## config.mk

```make
export PLATFORM = sky130hd
export DESIGN_NAME = asuc_top
export DESIGN_NICKNAME = d
export VERILOG_FILES = /design/src/core/asuc_pkg.sv /design/src/core/asuc_top.sv
export VERILOG_INCLUDE_DIRS = /design/src /design/src/core
export SDC_FILE = /design/constraint.sdc
export NUM_CORES = 1
export LEC_CHECK = 0
export BUFFER_PORTS_ARGS = -buffer_cell sky130_fd_sc_hd__buf_2
export CAP_MARGIN = 20
export CORE_MARGIN = 1
export CORE_UTILIZATION = 30
export CTS_CLUSTER_SIZE = 30
export DETAILED_ROUTE_END_ITERATION = 10
export GPL_ROUTABILITY_DRIVEN = 1
export SLEW_MARGIN = 10
export SYNTH_ARGS = -nofsm -noshare
export SYNTH_HDL_FRONTEND = slang
export SYNTH_SLANG_ARGS = --single-unit
```

## constraint.sdc

```tcl
create_clock -name REF_CLK -period 2.3 [get_ports REF_CLK]
set_input_delay 0.345 -clock REF_CLK [delete_from_list [all_inputs] [get_ports REF_CLK]]
set_output_delay 0.345 -clock REF_CLK [all_outputs]
set_load 0.005 [all_outputs]
```

## src/core/asuc_defs.svh

```systemverilog
// Offsets, fields and bit timing of the serial core
`ifndef ASUC_DEFS_SVH
`define ASUC_DEFS_SVH

`define ASUC_OFS_DATA 3'h0
`define ASUC_OFS_IEN 3'h1
`define ASUC_OFS_IID 3'h2
`define ASUC_OFS_LFC 3'h3
`define ASUC_OFS_MCTL 3'h4
`define ASUC_OFS_LSTAT 3'h5
`define ASUC_OFS_MSTAT 3'h6
`define ASUC_OFS_SCR 3'h7

`define ASUC_LFC_STOP 2
`define ASUC_LFC_PAREN 3
`define ASUC_LFC_EVEN 4
`define ASUC_LFC_STICK 5
`define ASUC_LFC_BREAK 6
`define ASUC_LFC_DIVSEL 7

`define ASUC_IEN_RXAV 0
`define ASUC_IEN_TXE 1
`define ASUC_IEN_LINE 2
`define ASUC_IEN_MODEM 3

`define ASUC_MCTL_DTR 0
`define ASUC_MCTL_RTS 1
`define ASUC_MCTL_OUT1 2
`define ASUC_MCTL_OUT2 3
`define ASUC_MCTL_LOOP 4

`define ASUC_IID_NONE 8'h01
`define ASUC_IID_LINE 8'h06
`define ASUC_IID_RXAV 8'h04
`define ASUC_IID_TXE 8'h02
`define ASUC_IID_MODEM 8'h00

`define ASUC_TICK_LAST 5'h0f
`define ASUC_START_MID 5'h07
`define ASUC_STOP1_LAST 5'h0f
`define ASUC_STOP15_LAST 5'h17
`define ASUC_STOP2_LAST 5'h1f
`define ASUC_LEN_BASE 3'h4

`endif

```

## src/core/asuc_pkg.sv

```systemverilog
// Types and state record of the serial core
package asuc_pkg;
    typedef logic [2:0] asuc_addr_t;
    typedef logic [7:0] asuc_byte_t;

    typedef enum logic [2:0] {
        ASUC_RX_IDLE = 3'b000,
        ASUC_RX_START = 3'b001,
        ASUC_RX_DATA = 3'b010,
        ASUC_RX_PAR = 3'b011,
        ASUC_RX_STOP = 3'b100
    } asuc_rx_e;

    typedef enum logic [2:0] {
        ASUC_TX_IDLE = 3'b000,
        ASUC_TX_START = 3'b001,
        ASUC_TX_DATA = 3'b010,
        ASUC_TX_PAR = 3'b011,
        ASUC_TX_STOP = 3'b100
    } asuc_tx_e;

    typedef struct packed {
        logic waitreq;
        logic [7:0] rdata;
        logic [3:0] interrupt_enables;
        logic [7:0] line_format_control;
        logic [4:0] modem_control;
        logic [7:0] scratch_byte;
        logic [7:0] divisor_low_byte;
        logic [7:0] divisor_high_byte;
        logic [7:0] receive_buffer;
        logic rx_ready_flag;
        logic overrun_flag;
        logic parity_err_flag;
        logic framing_err_flag;
        logic break_flag;
        logic tx_hold_empty;
        logic txe_irq_flag;
        logic [7:0] transmit_holding;
        logic [15:0] baud_cnt;
        logic tick;
        logic rx_s1;
        logic rx_s2;
        logic rx_prev;
        logic [3:0] mdm_s1;
        logic [3:0] mdm_s2;
        logic [3:0] mdm_stat;
        logic [3:0] mdm_delta;
        asuc_rx_e rx_st;
        logic [4:0] rx_tick;
        logic [2:0] rx_bit;
        logic [7:0] rx_shift;
        logic rx_par;
        asuc_tx_e tx_st;
        logic [4:0] tx_tick;
        logic [2:0] tx_bit;
        logic [7:0] transmit_shifter;
        logic tx_ser;
        logic tx_line;
        logic irq;
        logic [3:0] mdm_out_n;
    } asuc_state_s;
endpackage

```

## src/core/asuc_top.sv

```systemverilog
// Serial transceiver core with Avalon-MM register slave
// Notes on behaviour
// Receiver takes 5 to 8 bits, right-justified, upper bits zero.
// Bit zero is the first data bit on the line in both directions.
// Falling edge on idle-high line starts 16x count to start centre.
// Start bit accepted only if still low at mid-bit sample.
// Completed character loads receive buffer, sets data ready.
// Unread buffer overwritten by next character sets overrun.
// Transmitter and receiver share character length; stop bit length applies to the transmitter only.
// Transmitter ignores unused upper holding bits for short characters.
// Holding empty sets when holding moves to shifter during start bit.
// Holding write clears holding empty; idle shows both empty flags high.
// Write during a busy shifter waits; holding empty stays low.
// Transmitter empty only when holding and shifter are empty.
// Host writes holding only while holding empty is high.
// Priority: line status, data available, holding empty, modem status.
// Identity bit zero low while an enabled interrupt is pending.
// Identity bits two and one encode the highest pending source.
// Identity bits three to seven read zero.
// Each interrupt clears by its own read or write.
// Identity reports only the highest pending source until serviced.
// Enable bits gate each source; upper bits read zero.
// Disabled interrupts inhibit identity and output; status flags still update.
// Scratch byte stores host data and affects nothing else.
// Either divisor byte write reloads the 16-bit baud counter.
// Receive buffer read clears data ready.
// Stop bit sampled low sets framing error.
// Modem deltas set on input change (bit two only when its status falls), cleared by status read.
// Rejected start resumes search; valid start samples every 16 ticks.
// Interrupt output high whenever any enabled source is pending.
`timescale 1ns/10ps
`include "asuc_defs.svh"

module asuc_top (
    input wire logic REF_CLK,
    input wire logic SRST,
    input wire asuc_pkg::asuc_addr_t AVS_ADDRESS,
    input wire logic AVS_READ,
    input wire logic AVS_WRITE,
    input wire logic [31:0] AVS_WRITEDATA,
    input wire logic [3:0] AVS_BYTEENABLE,
    output logic [31:0] AVS_READDATA,
    output logic AVS_WAITREQUEST,
    input wire logic RX_LINE,
    output logic TX_LINE,
    input wire logic CTS_N,
    input wire logic DSR_N,
    input wire logic RI_N,
    input wire logic DCD_N,
    output logic DTR_N,
    output logic RTS_N,
    output logic OUT1_N,
    output logic OUT2_N,
    output logic IRQ
);
    import asuc_pkg::*;

    asuc_state_s s_r;
    asuc_state_s s_nxt;

    // Keeps the programmed data bits
    function automatic logic [7:0] len_mask(input logic [7:0] data, input logic [1:0] wls);
        logic [7:0] m;
        m = 8'hff >> (3'h3 - {1'b0, wls});
        return data & m;
    endfunction

    // Parity bit of a masked character
    function automatic logic par_bit(input logic [7:0] data, input logic even, input logic stick);
        logic p;
        p = even ? (^data) : ~(^data);
        if (stick)
        begin
            p = ~even;
        end
        return p;
    endfunction

    // Pend bits: {modem, holding empty, data, line}
    function automatic logic [7:0] iid_of(input logic [3:0] pend);
        logic [7:0] v;
        v = `ASUC_IID_NONE;
        if (pend[0])
        begin
            v = `ASUC_IID_LINE;
        end
        else if (pend[1])
        begin
            v = `ASUC_IID_RXAV;
        end
        else if (pend[2])
        begin
            v = `ASUC_IID_TXE;
        end
        else if (pend[3])
        begin
            v = `ASUC_IID_MODEM;
        end
        return v;
    endfunction

    logic [3:0] pend;
    logic [7:0] iid;
    logic [7:0] lstat;
    logic tx_all_empty;
    logic [2:0] len_m1;
    logic divsel;
    logic loop_on;
    logic req;
    logic take;

    always_comb
    begin
        loop_on = s_r.modem_control[`ASUC_MCTL_LOOP];
        divsel = s_r.line_format_control[`ASUC_LFC_DIVSEL];
        len_m1 = {1'b0, s_r.line_format_control[1:0]} + `ASUC_LEN_BASE;
        tx_all_empty = s_r.tx_hold_empty && (s_r.tx_st == ASUC_TX_IDLE);
        pend[0] = s_r.interrupt_enables[`ASUC_IEN_LINE]
            && (s_r.overrun_flag || s_r.parity_err_flag || s_r.framing_err_flag || s_r.break_flag);
        pend[1] = s_r.interrupt_enables[`ASUC_IEN_RXAV] && s_r.rx_ready_flag;
        pend[2] = s_r.interrupt_enables[`ASUC_IEN_TXE] && s_r.txe_irq_flag;
        pend[3] = s_r.interrupt_enables[`ASUC_IEN_MODEM] && (|s_r.mdm_delta);
        iid = iid_of(pend);
        lstat = {1'b0, tx_all_empty, s_r.tx_hold_empty, s_r.break_flag, s_r.framing_err_flag,
                 s_r.parity_err_flag, s_r.overrun_flag, s_r.rx_ready_flag};
        req = AVS_READ || AVS_WRITE;
        take = req && !s_r.waitreq;
    end

    always_comb
    begin
        logic rx_in;
        logic [3:0] stat_now;
        logic [7:0] wd;
        logic [4:0] stop_last;
        rx_in = 1'b1;
        stat_now = 4'h0;
        wd = AVS_WRITEDATA[7:0];
        stop_last = `ASUC_STOP1_LAST;
        s_nxt = s_r;

        // One wait cycle stages the read data
        s_nxt.waitreq = !(req && s_r.waitreq);
        if (req && s_r.waitreq && AVS_READ)
        begin
            unique case (AVS_ADDRESS)
                `ASUC_OFS_DATA: s_nxt.rdata = divsel ? s_r.divisor_low_byte : s_r.receive_buffer;
                `ASUC_OFS_IEN: s_nxt.rdata = divsel ? s_r.divisor_high_byte : {4'h0, s_r.interrupt_enables};
                `ASUC_OFS_IID: s_nxt.rdata = iid;
                `ASUC_OFS_LFC: s_nxt.rdata = s_r.line_format_control;
                `ASUC_OFS_MCTL: s_nxt.rdata = {3'h0, s_r.modem_control};
                `ASUC_OFS_LSTAT: s_nxt.rdata = lstat;
                `ASUC_OFS_MSTAT: s_nxt.rdata = {s_r.mdm_stat, s_r.mdm_delta};
                `ASUC_OFS_SCR: s_nxt.rdata = s_r.scratch_byte;
            endcase
        end

        // Effects land where waitrequest is low; clears before sets
        if (take && AVS_WRITE && AVS_BYTEENABLE[0])
        begin
            unique case (AVS_ADDRESS)
                `ASUC_OFS_DATA:
                begin
                    if (divsel)
                    begin
                        s_nxt.divisor_low_byte = wd;
                        s_nxt.baud_cnt = {s_r.divisor_high_byte, wd};
                    end
                    else
                    begin
                        s_nxt.transmit_holding = wd;
                        s_nxt.tx_hold_empty = 1'b0;
                        s_nxt.txe_irq_flag = 1'b0;
                    end
                end
                `ASUC_OFS_IEN:
                begin
                    if (divsel)
                    begin
                        s_nxt.divisor_high_byte = wd;
                        s_nxt.baud_cnt = {wd, s_r.divisor_low_byte};
                    end
                    else
                    begin
                        s_nxt.interrupt_enables = wd[3:0];
                    end
                end
                `ASUC_OFS_LFC: s_nxt.line_format_control = wd;
                `ASUC_OFS_MCTL: s_nxt.modem_control = wd[4:0];
                `ASUC_OFS_SCR: s_nxt.scratch_byte = wd;
                default:
                begin
                end
            endcase
        end
        if (take && AVS_READ)
        begin
            if (AVS_ADDRESS == `ASUC_OFS_DATA && !divsel)
            begin
                s_nxt.rx_ready_flag = 1'b0;
            end
            // Judged on the identity value the host got
            if (AVS_ADDRESS == `ASUC_OFS_IID && s_r.rdata == `ASUC_IID_TXE)
            begin
                s_nxt.txe_irq_flag = 1'b0;
            end
            if (AVS_ADDRESS == `ASUC_OFS_LSTAT)
            begin
                s_nxt.overrun_flag = 1'b0;
                s_nxt.parity_err_flag = 1'b0;
                s_nxt.framing_err_flag = 1'b0;
                s_nxt.break_flag = 1'b0;
            end
            if (AVS_ADDRESS == `ASUC_OFS_MSTAT)
            begin
                s_nxt.mdm_delta = 4'h0;
            end
        end

        // A zero divisor stops the 16x ticks
        s_nxt.tick = 1'b0;
        if (!(take && AVS_WRITE && divsel && (AVS_ADDRESS == `ASUC_OFS_DATA || AVS_ADDRESS == `ASUC_OFS_IEN)))
        begin
            if ({s_r.divisor_high_byte, s_r.divisor_low_byte} != 16'h0000)
            begin
                if (s_r.baud_cnt <= 16'h0001)
                begin
                    s_nxt.baud_cnt = {s_r.divisor_high_byte, s_r.divisor_low_byte};
                    s_nxt.tick = 1'b1;
                end
                else
                begin
                    s_nxt.baud_cnt = s_r.baud_cnt - 16'h0001;
                end
            end
        end

        // Status is the inverse of the pins, or control bits in loopback
        s_nxt.mdm_s1 = {DCD_N, RI_N, DSR_N, CTS_N};
        s_nxt.mdm_s2 = s_r.mdm_s1;
        stat_now = loop_on ? {s_r.modem_control[`ASUC_MCTL_OUT2], s_r.modem_control[`ASUC_MCTL_OUT1],
                              s_r.modem_control[`ASUC_MCTL_DTR], s_r.modem_control[`ASUC_MCTL_RTS]}
                           : ~s_r.mdm_s2;
        s_nxt.mdm_stat = stat_now;
        s_nxt.mdm_delta[0] = s_nxt.mdm_delta[0] || (stat_now[0] != s_r.mdm_stat[0]);
        s_nxt.mdm_delta[1] = s_nxt.mdm_delta[1] || (stat_now[1] != s_r.mdm_stat[1]);
        s_nxt.mdm_delta[2] = s_nxt.mdm_delta[2] || (s_r.mdm_stat[2] && !stat_now[2]);
        s_nxt.mdm_delta[3] = s_nxt.mdm_delta[3] || (stat_now[3] != s_r.mdm_stat[3]);

        // Receiver
        s_nxt.rx_s1 = RX_LINE;
        s_nxt.rx_s2 = s_r.rx_s1;
        rx_in = loop_on ? s_r.tx_ser : s_r.rx_s2;
        if (s_r.tick)
        begin
            s_nxt.rx_prev = rx_in;
            unique case (s_r.rx_st)
                ASUC_RX_IDLE:
                begin
                    if (s_r.rx_prev && !rx_in)
                    begin
                        s_nxt.rx_tick = 5'h00;
                        s_nxt.rx_st = ASUC_RX_START;
                    end
                end
                ASUC_RX_START:
                begin
                    if (s_r.rx_tick == `ASUC_START_MID)
                    begin
                        s_nxt.rx_tick = 5'h00;
                        s_nxt.rx_bit = 3'h0;
                        s_nxt.rx_shift = 8'h00;
                        // A spike that is gone by mid-bit is dropped
                        s_nxt.rx_st = rx_in ? ASUC_RX_IDLE : ASUC_RX_DATA;
                    end
                    else
                    begin
                        s_nxt.rx_tick = s_r.rx_tick + 5'h01;
                    end
                end
                ASUC_RX_DATA:
                begin
                    if (s_r.rx_tick == `ASUC_TICK_LAST)
                    begin
                        s_nxt.rx_tick = 5'h00;
                        s_nxt.rx_shift[s_r.rx_bit] = rx_in;
                        s_nxt.rx_bit = s_r.rx_bit + 3'h1;
                        if (s_r.rx_bit == len_m1)
                        begin
                            s_nxt.rx_st = s_r.line_format_control[`ASUC_LFC_PAREN] ? ASUC_RX_PAR : ASUC_RX_STOP;
                        end
                    end
                    else
                    begin
                        s_nxt.rx_tick = s_r.rx_tick + 5'h01;
                    end
                end
                ASUC_RX_PAR:
                begin
                    if (s_r.rx_tick == `ASUC_TICK_LAST)
                    begin
                        s_nxt.rx_tick = 5'h00;
                        s_nxt.rx_par = rx_in;
                        s_nxt.rx_st = ASUC_RX_STOP;
                    end
                    else
                    begin
                        s_nxt.rx_tick = s_r.rx_tick + 5'h01;
                    end
                end
                ASUC_RX_STOP:
                begin
                    if (s_r.rx_tick == `ASUC_TICK_LAST)
                    begin
                        s_nxt.rx_tick = 5'h00;
                        s_nxt.rx_st = ASUC_RX_IDLE;
                        s_nxt.receive_buffer = s_r.rx_shift;
                        s_nxt.overrun_flag = s_r.rx_ready_flag || s_nxt.overrun_flag;
                        s_nxt.rx_ready_flag = 1'b1;
                        s_nxt.framing_err_flag = s_nxt.framing_err_flag || !rx_in;
                        if (s_r.line_format_control[`ASUC_LFC_PAREN]
                            && s_r.rx_par != par_bit(s_r.rx_shift, s_r.line_format_control[`ASUC_LFC_EVEN],
                                                     s_r.line_format_control[`ASUC_LFC_STICK]))
                        begin
                            s_nxt.parity_err_flag = 1'b1;
                        end
                        // Break: data, parity and stop all low
                        if (s_r.rx_shift == 8'h00 && !rx_in
                            && !(s_r.line_format_control[`ASUC_LFC_PAREN] && s_r.rx_par))
                        begin
                            s_nxt.break_flag = 1'b1;
                        end
                    end
                    else
                    begin
                        s_nxt.rx_tick = s_r.rx_tick + 5'h01;
                    end
                end
                default:
                begin
                    s_nxt.rx_st = ASUC_RX_IDLE;
                end
            endcase
        end

        // Stop length 1, 1.5 (5-bit) or 2 bits
        if (s_r.line_format_control[`ASUC_LFC_STOP])
        begin
            stop_last = (s_r.line_format_control[1:0] == 2'b00) ? `ASUC_STOP15_LAST : `ASUC_STOP2_LAST;
        end
        if (s_r.tick)
        begin
            unique case (s_r.tx_st)
                ASUC_TX_IDLE:
                begin
                    // Holding waits for an idle shifter
                    if (!s_r.tx_hold_empty)
                    begin
                        s_nxt.transmit_shifter = len_mask(s_r.transmit_holding, s_r.line_format_control[1:0]);
                        s_nxt.tx_hold_empty = 1'b1;
                        s_nxt.txe_irq_flag = 1'b1;
                        s_nxt.tx_ser = 1'b0;
                        s_nxt.tx_tick = 5'h00;
                        s_nxt.tx_st = ASUC_TX_START;
                    end
                end
                ASUC_TX_START:
                begin
                    if (s_r.tx_tick == `ASUC_TICK_LAST)
                    begin
                        s_nxt.tx_tick = 5'h00;
                        s_nxt.tx_bit = 3'h0;
                        s_nxt.tx_ser = s_r.transmit_shifter[0];
                        s_nxt.tx_st = ASUC_TX_DATA;
                    end
                    else
                    begin
                        s_nxt.tx_tick = s_r.tx_tick + 5'h01;
                    end
                end
                ASUC_TX_DATA:
                begin
                    if (s_r.tx_tick == `ASUC_TICK_LAST)
                    begin
                        s_nxt.tx_tick = 5'h00;
                        s_nxt.tx_bit = s_r.tx_bit + 3'h1;
                        if (s_r.tx_bit == len_m1)
                        begin
                            if (s_r.line_format_control[`ASUC_LFC_PAREN])
                            begin
                                s_nxt.tx_ser = par_bit(s_r.transmit_shifter, s_r.line_format_control[`ASUC_LFC_EVEN],
                                                       s_r.line_format_control[`ASUC_LFC_STICK]);
                                s_nxt.tx_st = ASUC_TX_PAR;
                            end
                            else
                            begin
                                s_nxt.tx_ser = 1'b1;
                                s_nxt.tx_st = ASUC_TX_STOP;
                            end
                        end
                        else
                        begin
                            s_nxt.tx_ser = s_r.transmit_shifter[s_r.tx_bit + 3'h1];
                        end
                    end
                    else
                    begin
                        s_nxt.tx_tick = s_r.tx_tick + 5'h01;
                    end
                end
                ASUC_TX_PAR:
                begin
                    if (s_r.tx_tick == `ASUC_TICK_LAST)
                    begin
                        s_nxt.tx_tick = 5'h00;
                        s_nxt.tx_ser = 1'b1;
                        s_nxt.tx_st = ASUC_TX_STOP;
                    end
                    else
                    begin
                        s_nxt.tx_tick = s_r.tx_tick + 5'h01;
                    end
                end
                ASUC_TX_STOP:
                begin
                    if (s_r.tx_tick == stop_last)
                    begin
                        s_nxt.tx_tick = 5'h00;
                        s_nxt.tx_st = ASUC_TX_IDLE;
                    end
                    else
                    begin
                        s_nxt.tx_tick = s_r.tx_tick + 5'h01;
                    end
                end
                default:
                begin
                    s_nxt.tx_st = ASUC_TX_IDLE;
                end
            endcase
        end

        // Loopback parks the line and modem outputs high
        s_nxt.tx_line = loop_on || (s_r.tx_ser && !s_r.line_format_control[`ASUC_LFC_BREAK]);
        s_nxt.mdm_out_n = loop_on ? 4'hf : ~s_r.modem_control[3:0];
        s_nxt.irq = |pend;

        if (SRST)
        begin
            s_nxt = '0;
            s_nxt.waitreq = 1'b1;
            s_nxt.tx_hold_empty = 1'b1;
            s_nxt.txe_irq_flag = 1'b1;
            s_nxt.rx_s1 = 1'b1;
            s_nxt.rx_s2 = 1'b1;
            s_nxt.rx_prev = 1'b1;
            s_nxt.mdm_s1 = 4'hf;
            s_nxt.mdm_s2 = 4'hf;
            s_nxt.rx_st = ASUC_RX_IDLE;
            s_nxt.tx_st = ASUC_TX_IDLE;
            s_nxt.tx_ser = 1'b1;
            s_nxt.tx_line = 1'b1;
            s_nxt.mdm_out_n = 4'hf;
        end
    end

    always_ff @(posedge REF_CLK)
    begin
        s_r <= s_nxt;
    end

    assign AVS_READDATA = {24'h000000, s_r.rdata};
    assign AVS_WAITREQUEST = s_r.waitreq;
    assign TX_LINE = s_r.tx_line;
    assign IRQ = s_r.irq;
    assign DTR_N = s_r.mdm_out_n[`ASUC_MCTL_DTR];
    assign RTS_N = s_r.mdm_out_n[`ASUC_MCTL_RTS];
    assign OUT1_N = s_r.mdm_out_n[`ASUC_MCTL_OUT1];
    assign OUT2_N = s_r.mdm_out_n[`ASUC_MCTL_OUT2];
endmodule // asuc_top

```

==> metrics.md, run 1 <==
| Metric | Value |
|---|---|
| Type of origin of the critical path | flip-flop |
| Crit path max fanout | 8 |
| Min cycle time layout | 2102 ps |
| Die area | about 0.028 sq mm |
| Ys flop type | dfxtp_1 |
| Post-synthesis sequential area ratio | 0.3743 |
| Final Hold Viols | 0 |
| CTS tree | built |
| Via count | just over 7,000 |
| Post-CTS setup buffer count | 0 |
| Final nets | ~1,100 |
| DP Wirelength | 16.17 mm |
| Setup TNS | 0 ps |
| Io pins | 87 |
| Hold depth | 2 |
| Worst Hold Launch | DCD_N |
| Final WL | 23.18 mm |
| Inserted Clock Buffers | 17 |
| Power Dens Cells | roughly 650 mW/mm^2 |
| Die width | between 150 and 200 um |
| Pin count of the biggest net entering global routing | 79 |
| Min-Delay Path Class | in -> reg |
| Post-route antenna net violation count | 0 |
| Cells after Synth | 1,006 |
| Post_cts resized | 0 |
| First-pass GRT wire length | approximately 37 mm |
| Remaining DRCs | 0 |
| Final Util | 0.3493 |
| Lkg Pwr | 3.572 nW |
| Hold Buf Count CTS | 0 |
| Post-synthesis cell area | 0.008289 sq mm |
| Syn Area/Cell | slightly above 8 sq um |
| Kind of critical path | reg -> reg |
| Antenna Cells | 0 |
| Iter 0 DRT Violations | a little over 700 |
| Slew at the pin closest to its max-slew limit | about 550 ps |
| Grt total ovfl | 0 |
| RR Startpoint | s_r[66] |
| RSZ-0062 raised after global routing | no |
| Largest area contributor in the netlist | dfxtp_1 |
| Synth cell types | 75 |
| Period utilisation layout | 0.9140 |
| Slew Limit Fails | 0 |
| Max Cap Violations | 0 |
| Hold slack | 97.52 ps |
| Synth cell count leaders | dfxtp_1 (155), nand2_1 (121), nor2_1 (78) |
| Max IR drop VDD | 0.0004883 V |
| Crit end category | flip-flop |
| I/O Buffers | 35 |
| #FFs+latches synth | 155 |
| Number of synthesized flops with an enable pin | 0 |
| H-tree Lvls | 4 |
| GRT Util Overall | 0.1659 |
| WP data arrival | 2460 ps |
| Via density | 5.272 |
| Fmax | 0.4757 GHz |
| Cell Rows | 60 |
| Top-count cell post-synth | dfxtp_1 |
| Clock transition at the registers of the reported paths | 70 ps |
| GPL Wtd Cong | 0.9012 |
| Longest Clk Path Bufs | 2 |
| WL/cell | 16.83 um |
| R2R cell count | 7 |
| Worst-Skew Late Latency | around 430 ps |
| Synth warn | 0 |
| CTS root buffer | clkbuf_16 |
| Synth area leaders | dfxtp_1 (37%), mux2i_1 (7.5%), nand2_1 (5.5%) |
| Antenna violations before repair | 0 |
| Synth top area share | 0.3743 |
| Chip height | 168.2 um |
| Crit path from | s_r[66] |
| Worst slew margin | 0.6311 |
| Area of the core | between 0.02 and 0.03 sq mm |
| Outcome | completed |
| Share of cells above drive strength 1 | 0.1448 |
| Initial Util | 0.3067 |
| Area grow syn2layout | 13.89% |
| Final setup viols | 0 |
| Data required, critical path | 2660 ps |
| Clock sinks | between 150 and 200 |
| Asr flop ratio synth | 0 |
| Fin Clk Skew | between 8 and 9 ps |
| TritonRoute pass-1 iters | 7 |
| Vias in the first global route | 6,611 |
flip-flops by register name (all words and copies together) (netlist names):
register / cells
IRQ: 1
s_r: 132
loop_on: 1
lstat: 6
OUT2_N: 1
DTR_N: 1
AVS_READDATA: 8
OUT1_N: 1
TX_LINE: 1
AVS_WAITREQUEST: 1
divsel: 1
RTS_N: 1
metrics by stage:
step	cell area, sq um	cells	setup slack [ps]	total power [mW]
floorplan	8376	1029	344.7	3.012
global placement	8787	1345	242.6	3.097
detailed placement	8787	1345	154.8	3.097
CTS	9428	1377	139.0	6.163
global route	9440	1377	28.54	6.313
finish	9440	1377	197.9	6.096
layout make-up:
type	instances	area, sq um
multi-input cells	746	4658
inverters	27	101.3
well taps	341	426.7
clock buffers	19	452.9
flip-flops and latches	155	3103
repair buffers	76	510.5
clock inverters	13	187.7
fillers	2809	17590
critical path, cell delays in order (launching register included):
cell and delay, ps:
dfxtp_1 350, inv_1 90, ha_1 360, o21ba_2 200, nand2_1 100, a2111oi_0 570, o221ai_1 200, a21oi_1 170
metal layers:
| layer | vias up | part of all wire | track usage |
|---|---|---|---|
| li1 | 3570 | - | - |
| met1 | 3437 | 0.47 | 0.2289 |
| met2 | 227 | 0.45 | 0.2600 |
| met3 | 26 | 0.058 | 0.03432 |
| met4 | 0 | 0.017 | 0.04625 |
| met5 | - | 0 | 0 |
cell usage in the layout (no fill, tap or decap), types with 11 or more instances in the layout:
cell / count
nand2_1: 121
xnor2_1: 20
buf_4: 40
o21ai_0: 52
or3_1: 14
mux2i_1: 62
a21oi_1: 71
xor2_1: 11
dfxtp_1: 155
nor3_1: 12
conb_1: 24
nor2_1: 78
or2_2: 16
nand3_1: 52
buf_2: 34
ha_1: 13
clkbuf_16: 17
o211ai_1: 21
inv_1: 27
mux2_2: 12
final timing paths:
| check | end | slack (ps) |
|---|---|---|
| max | s_r[76] | 200 |
| min | s_r[61] | 100 |
| max reg2reg | s_r[76] | 200 |
| min reg2reg | s_r[54] | 400 |
power by group:
part / internal [mW] / total, mW / switching [mW]
Clock: 1.88 / 3.06 / 1.17
Sequential: 2.71 / 2.74 / 0.0233
Combinational: 0.102 / 0.305 / 0.204
Total: 4.70 / 6.10 / 1.40
cells by family after synthesis:
group / count (synthesis) / share of synthesized area
compound gates: 233 / 0.1811
simple gates: 367 / 0.2163
other cells: 1 / 0.0004524
xor+xnor: 31 / 0.03275
mux: 77 / 0.09826
fa+ha+maj: 14 / 0.02113
buf+inv: 128 / 0.07562
flops: 155 / 0.3743
Power figures use the tool's default switching activity.
==> run 2: changes to the inputs <==
Settings changed: SETUP_SLACK_MARGIN set to 0.2.
==> run 2 against run 1 <==
- via count rose by 0.19%
- core utilization rose by 0.15 points
- critical path depth rose by 2
- total power rose by 0.21%
- fmax rose by 5.2%
- setup slack improved by 100 ps
- largest cell class unchanged
==> metrics.md, run 2 (synthesis results as in run 1) <==
| Metric | Value |
|---|---|
| Kind of critical path | reg -> reg |
| Chip height | 168.2 um |
| Iter 0 DRT Violations | 773 |
| Final Cell Area | 0.009482 sq mm |
| Area of the core | 0.02703 sq mm |
| Share of cells above drive strength 1 | 0.1553 |
| Initial Util | 0.3067 |
| Largest reg by FF count | s_r |
| Max Cap Violations | 0 |
| RR Startpoint | s_r[18] |
| Max IR drop VDD | 0.0004944 V |
| Final Hold Viols | 0 |
| WP data arrival | 2370 ps |
| TritonRoute pass-1 iters | 5 |
| Setup crit end | s_r[23] |
| Setup TNS | 0 ps |
| Antenna violations before repair | 0 |
| Hold depth | 2 |
| CTS tree | built |
| Crit path from | s_r[18] |
| Crit path max fanout | 6 |
| Longest Clk Path Bufs | 2 |
| Fin Clk Skew | between 9 and 10 ps |
| Io pins | 87 |
| Filler cell count | ~2,800 |
| Placed instance area | 0.008787 sq mm |
| Post-route antenna net violation count | 0 |
| Max reg flops | ~130 |
| Vias in the first global route | roughly 6,600 |
| Final nets | 1,086 |
| Worst slew margin | 0.6403 |
| Area grow syn2layout | 14.38% |
| GPL Wtd Cong | 0.9012 |
| Commonest non-fill, non-tap cell in the layout | dfxtp_1 |
| Grt total ovfl | 0 |
| DP Wirelength | between 15 and 20 mm |
| Data required, critical path | 2670 ps |
| Die area | 0.02830 sq mm |
| H-tree Lvls | 4 |
| Worst-Skew Late Latency | 430 ps |
| Via density | 5.279 |
| Min-Delay Path Class | in -> reg |
| First-pass GRT wire length | approximately 37 mm |
| Remaining DRCs | 0 |
| Die width | between 150 and 200 um |
| Hold slack | between 90 and 100 ps |
| Hold Buf Count CTS | 0 |
| Final WL | 23.29 mm |
| RR Endpoint | s_r[23] |
| Crit end category | flip-flop |
| Outcome | completed |
| Reg2reg setup slack | 300 ps |
| Inserted Clock Buffers | 17 |
| Cell Rows | 60 |
| Final setup viols | 0 |
| CTS root buffer | clkbuf_16 |
| Fmax | 0.5007 GHz |
| Lkg Pwr | 3.571 nW |
| Slew Limit Fails | 0 |
| Period utilisation layout | 0.8684 |
| I/O Buffers | 35 |
| GRT Util Overall | 0.1659 |
| R2R cell count | 9 |
| Clock transition at the registers of the reported paths | 70 ps |
| Power Dens Cells | 644.3 mW/mm^2 |
| Most frequent cells in the layout | dfxtp_1 (152), nand2_1 (121), nor2_1 (78) |
| Antenna Cells | 0 |
| Pin count of the biggest net entering global routing | 79 |
| Slew at the pin closest to its max-slew limit | roughly 530 ps |
| Min cycle time layout | roughly 2000 ps |
| Clock sinks | roughly 160 |
| RSZ-0062 raised after global routing | no |
| Type of origin of the critical path | flip-flop |
| Via count | 7,274 |
| WL/cell | around 17 um |
## run 2: layer usage
metal / wire length, um / GRT usage / up-vias / part of all wire
met5: 0 / 0 / - / 0
met4: 405 / 0.04625 / 0 / 0.017
met1: 11020 / 0.2289 / 3445 / 0.47
li1: - / - / 3573 / -
met3: 1333 / 0.03432 / 30 / 0.057
met2: 10530 / 0.2600 / 226 / 0.45
## run 2: what timing repair did
item,in CTS,in global routing
setup endpoints to repair,5,17
buffers inserted,0,1
pin swaps,0,1
resized for setup,3,14
## run 2: how the worst min path moves through the flow
stage,from,end,slack [ps]
2_1_floorplan,s_r[129],DTR_N,380
3_3_place_gp,s_r[59],s_r[55],390
3_5_place_dp,s_r[59],s_r[55],400
4_1_cts,DSR_N,s_r[59],80
5_1_grt,DSR_N,s_r[59],80
6_report,DCD_N,s_r[61],90
## run 2: cell type report
class | count | area, sq um | share of cell area
multi-input cells | 746 | 4688 | 0.4945
flip-flops and latches | 155 | 3107 | 0.3277
repair buffers | 77 | 518.0 | 0.05463
clock buffers | 19 | 452.9 | 0.04777
well taps | 341 | 426.7 | 0.04500
clock inverters | 13 | 187.7 | 0.01979
inverters | 27 | 101.3 | 0.01069
## run 2: critical path, cell delays in order, from the launching register on
cell and delay, ps:
dfxtp_2 370, ha_2 210, nand3_1 110, inv_1 70, ha_1 180, nor3_1 60
buf_4 170, or3_1 360, a211o_1 280, a21oi_1 130
## run 2: per-stage QoR
| stage | utilization | worst slack (ps) | instances | power (mW) |
|---|---|---|---|---|
| 4_1_cts | 0.3492 | 184.0 | 1377 | 6.163 |
| 3_5_place_dp | 0.3251 | 154.8 | 1345 | 3.097 |
| 2_1_floorplan | - | 344.7 | 1029 | 3.012 |
| 6_report | 0.3508 | 302.6 | 1378 | 6.109 |
| 3_3_place_gp | 0.3251 | 242.6 | 1345 | 3.097 |
| 5_1_grt | 0.3508 | 190.2 | 1378 | 6.313 |
## run 2: power by group
group | internal [mW] | switching, mW | leakage [nW]
clock network | 1.88 | 1.18 | 0.318
logic | 0.102 | 0.205 | 2.00
registers | 2.71 | 0.0233 | 1.25
total | 4.70 | 1.41 | 3.57
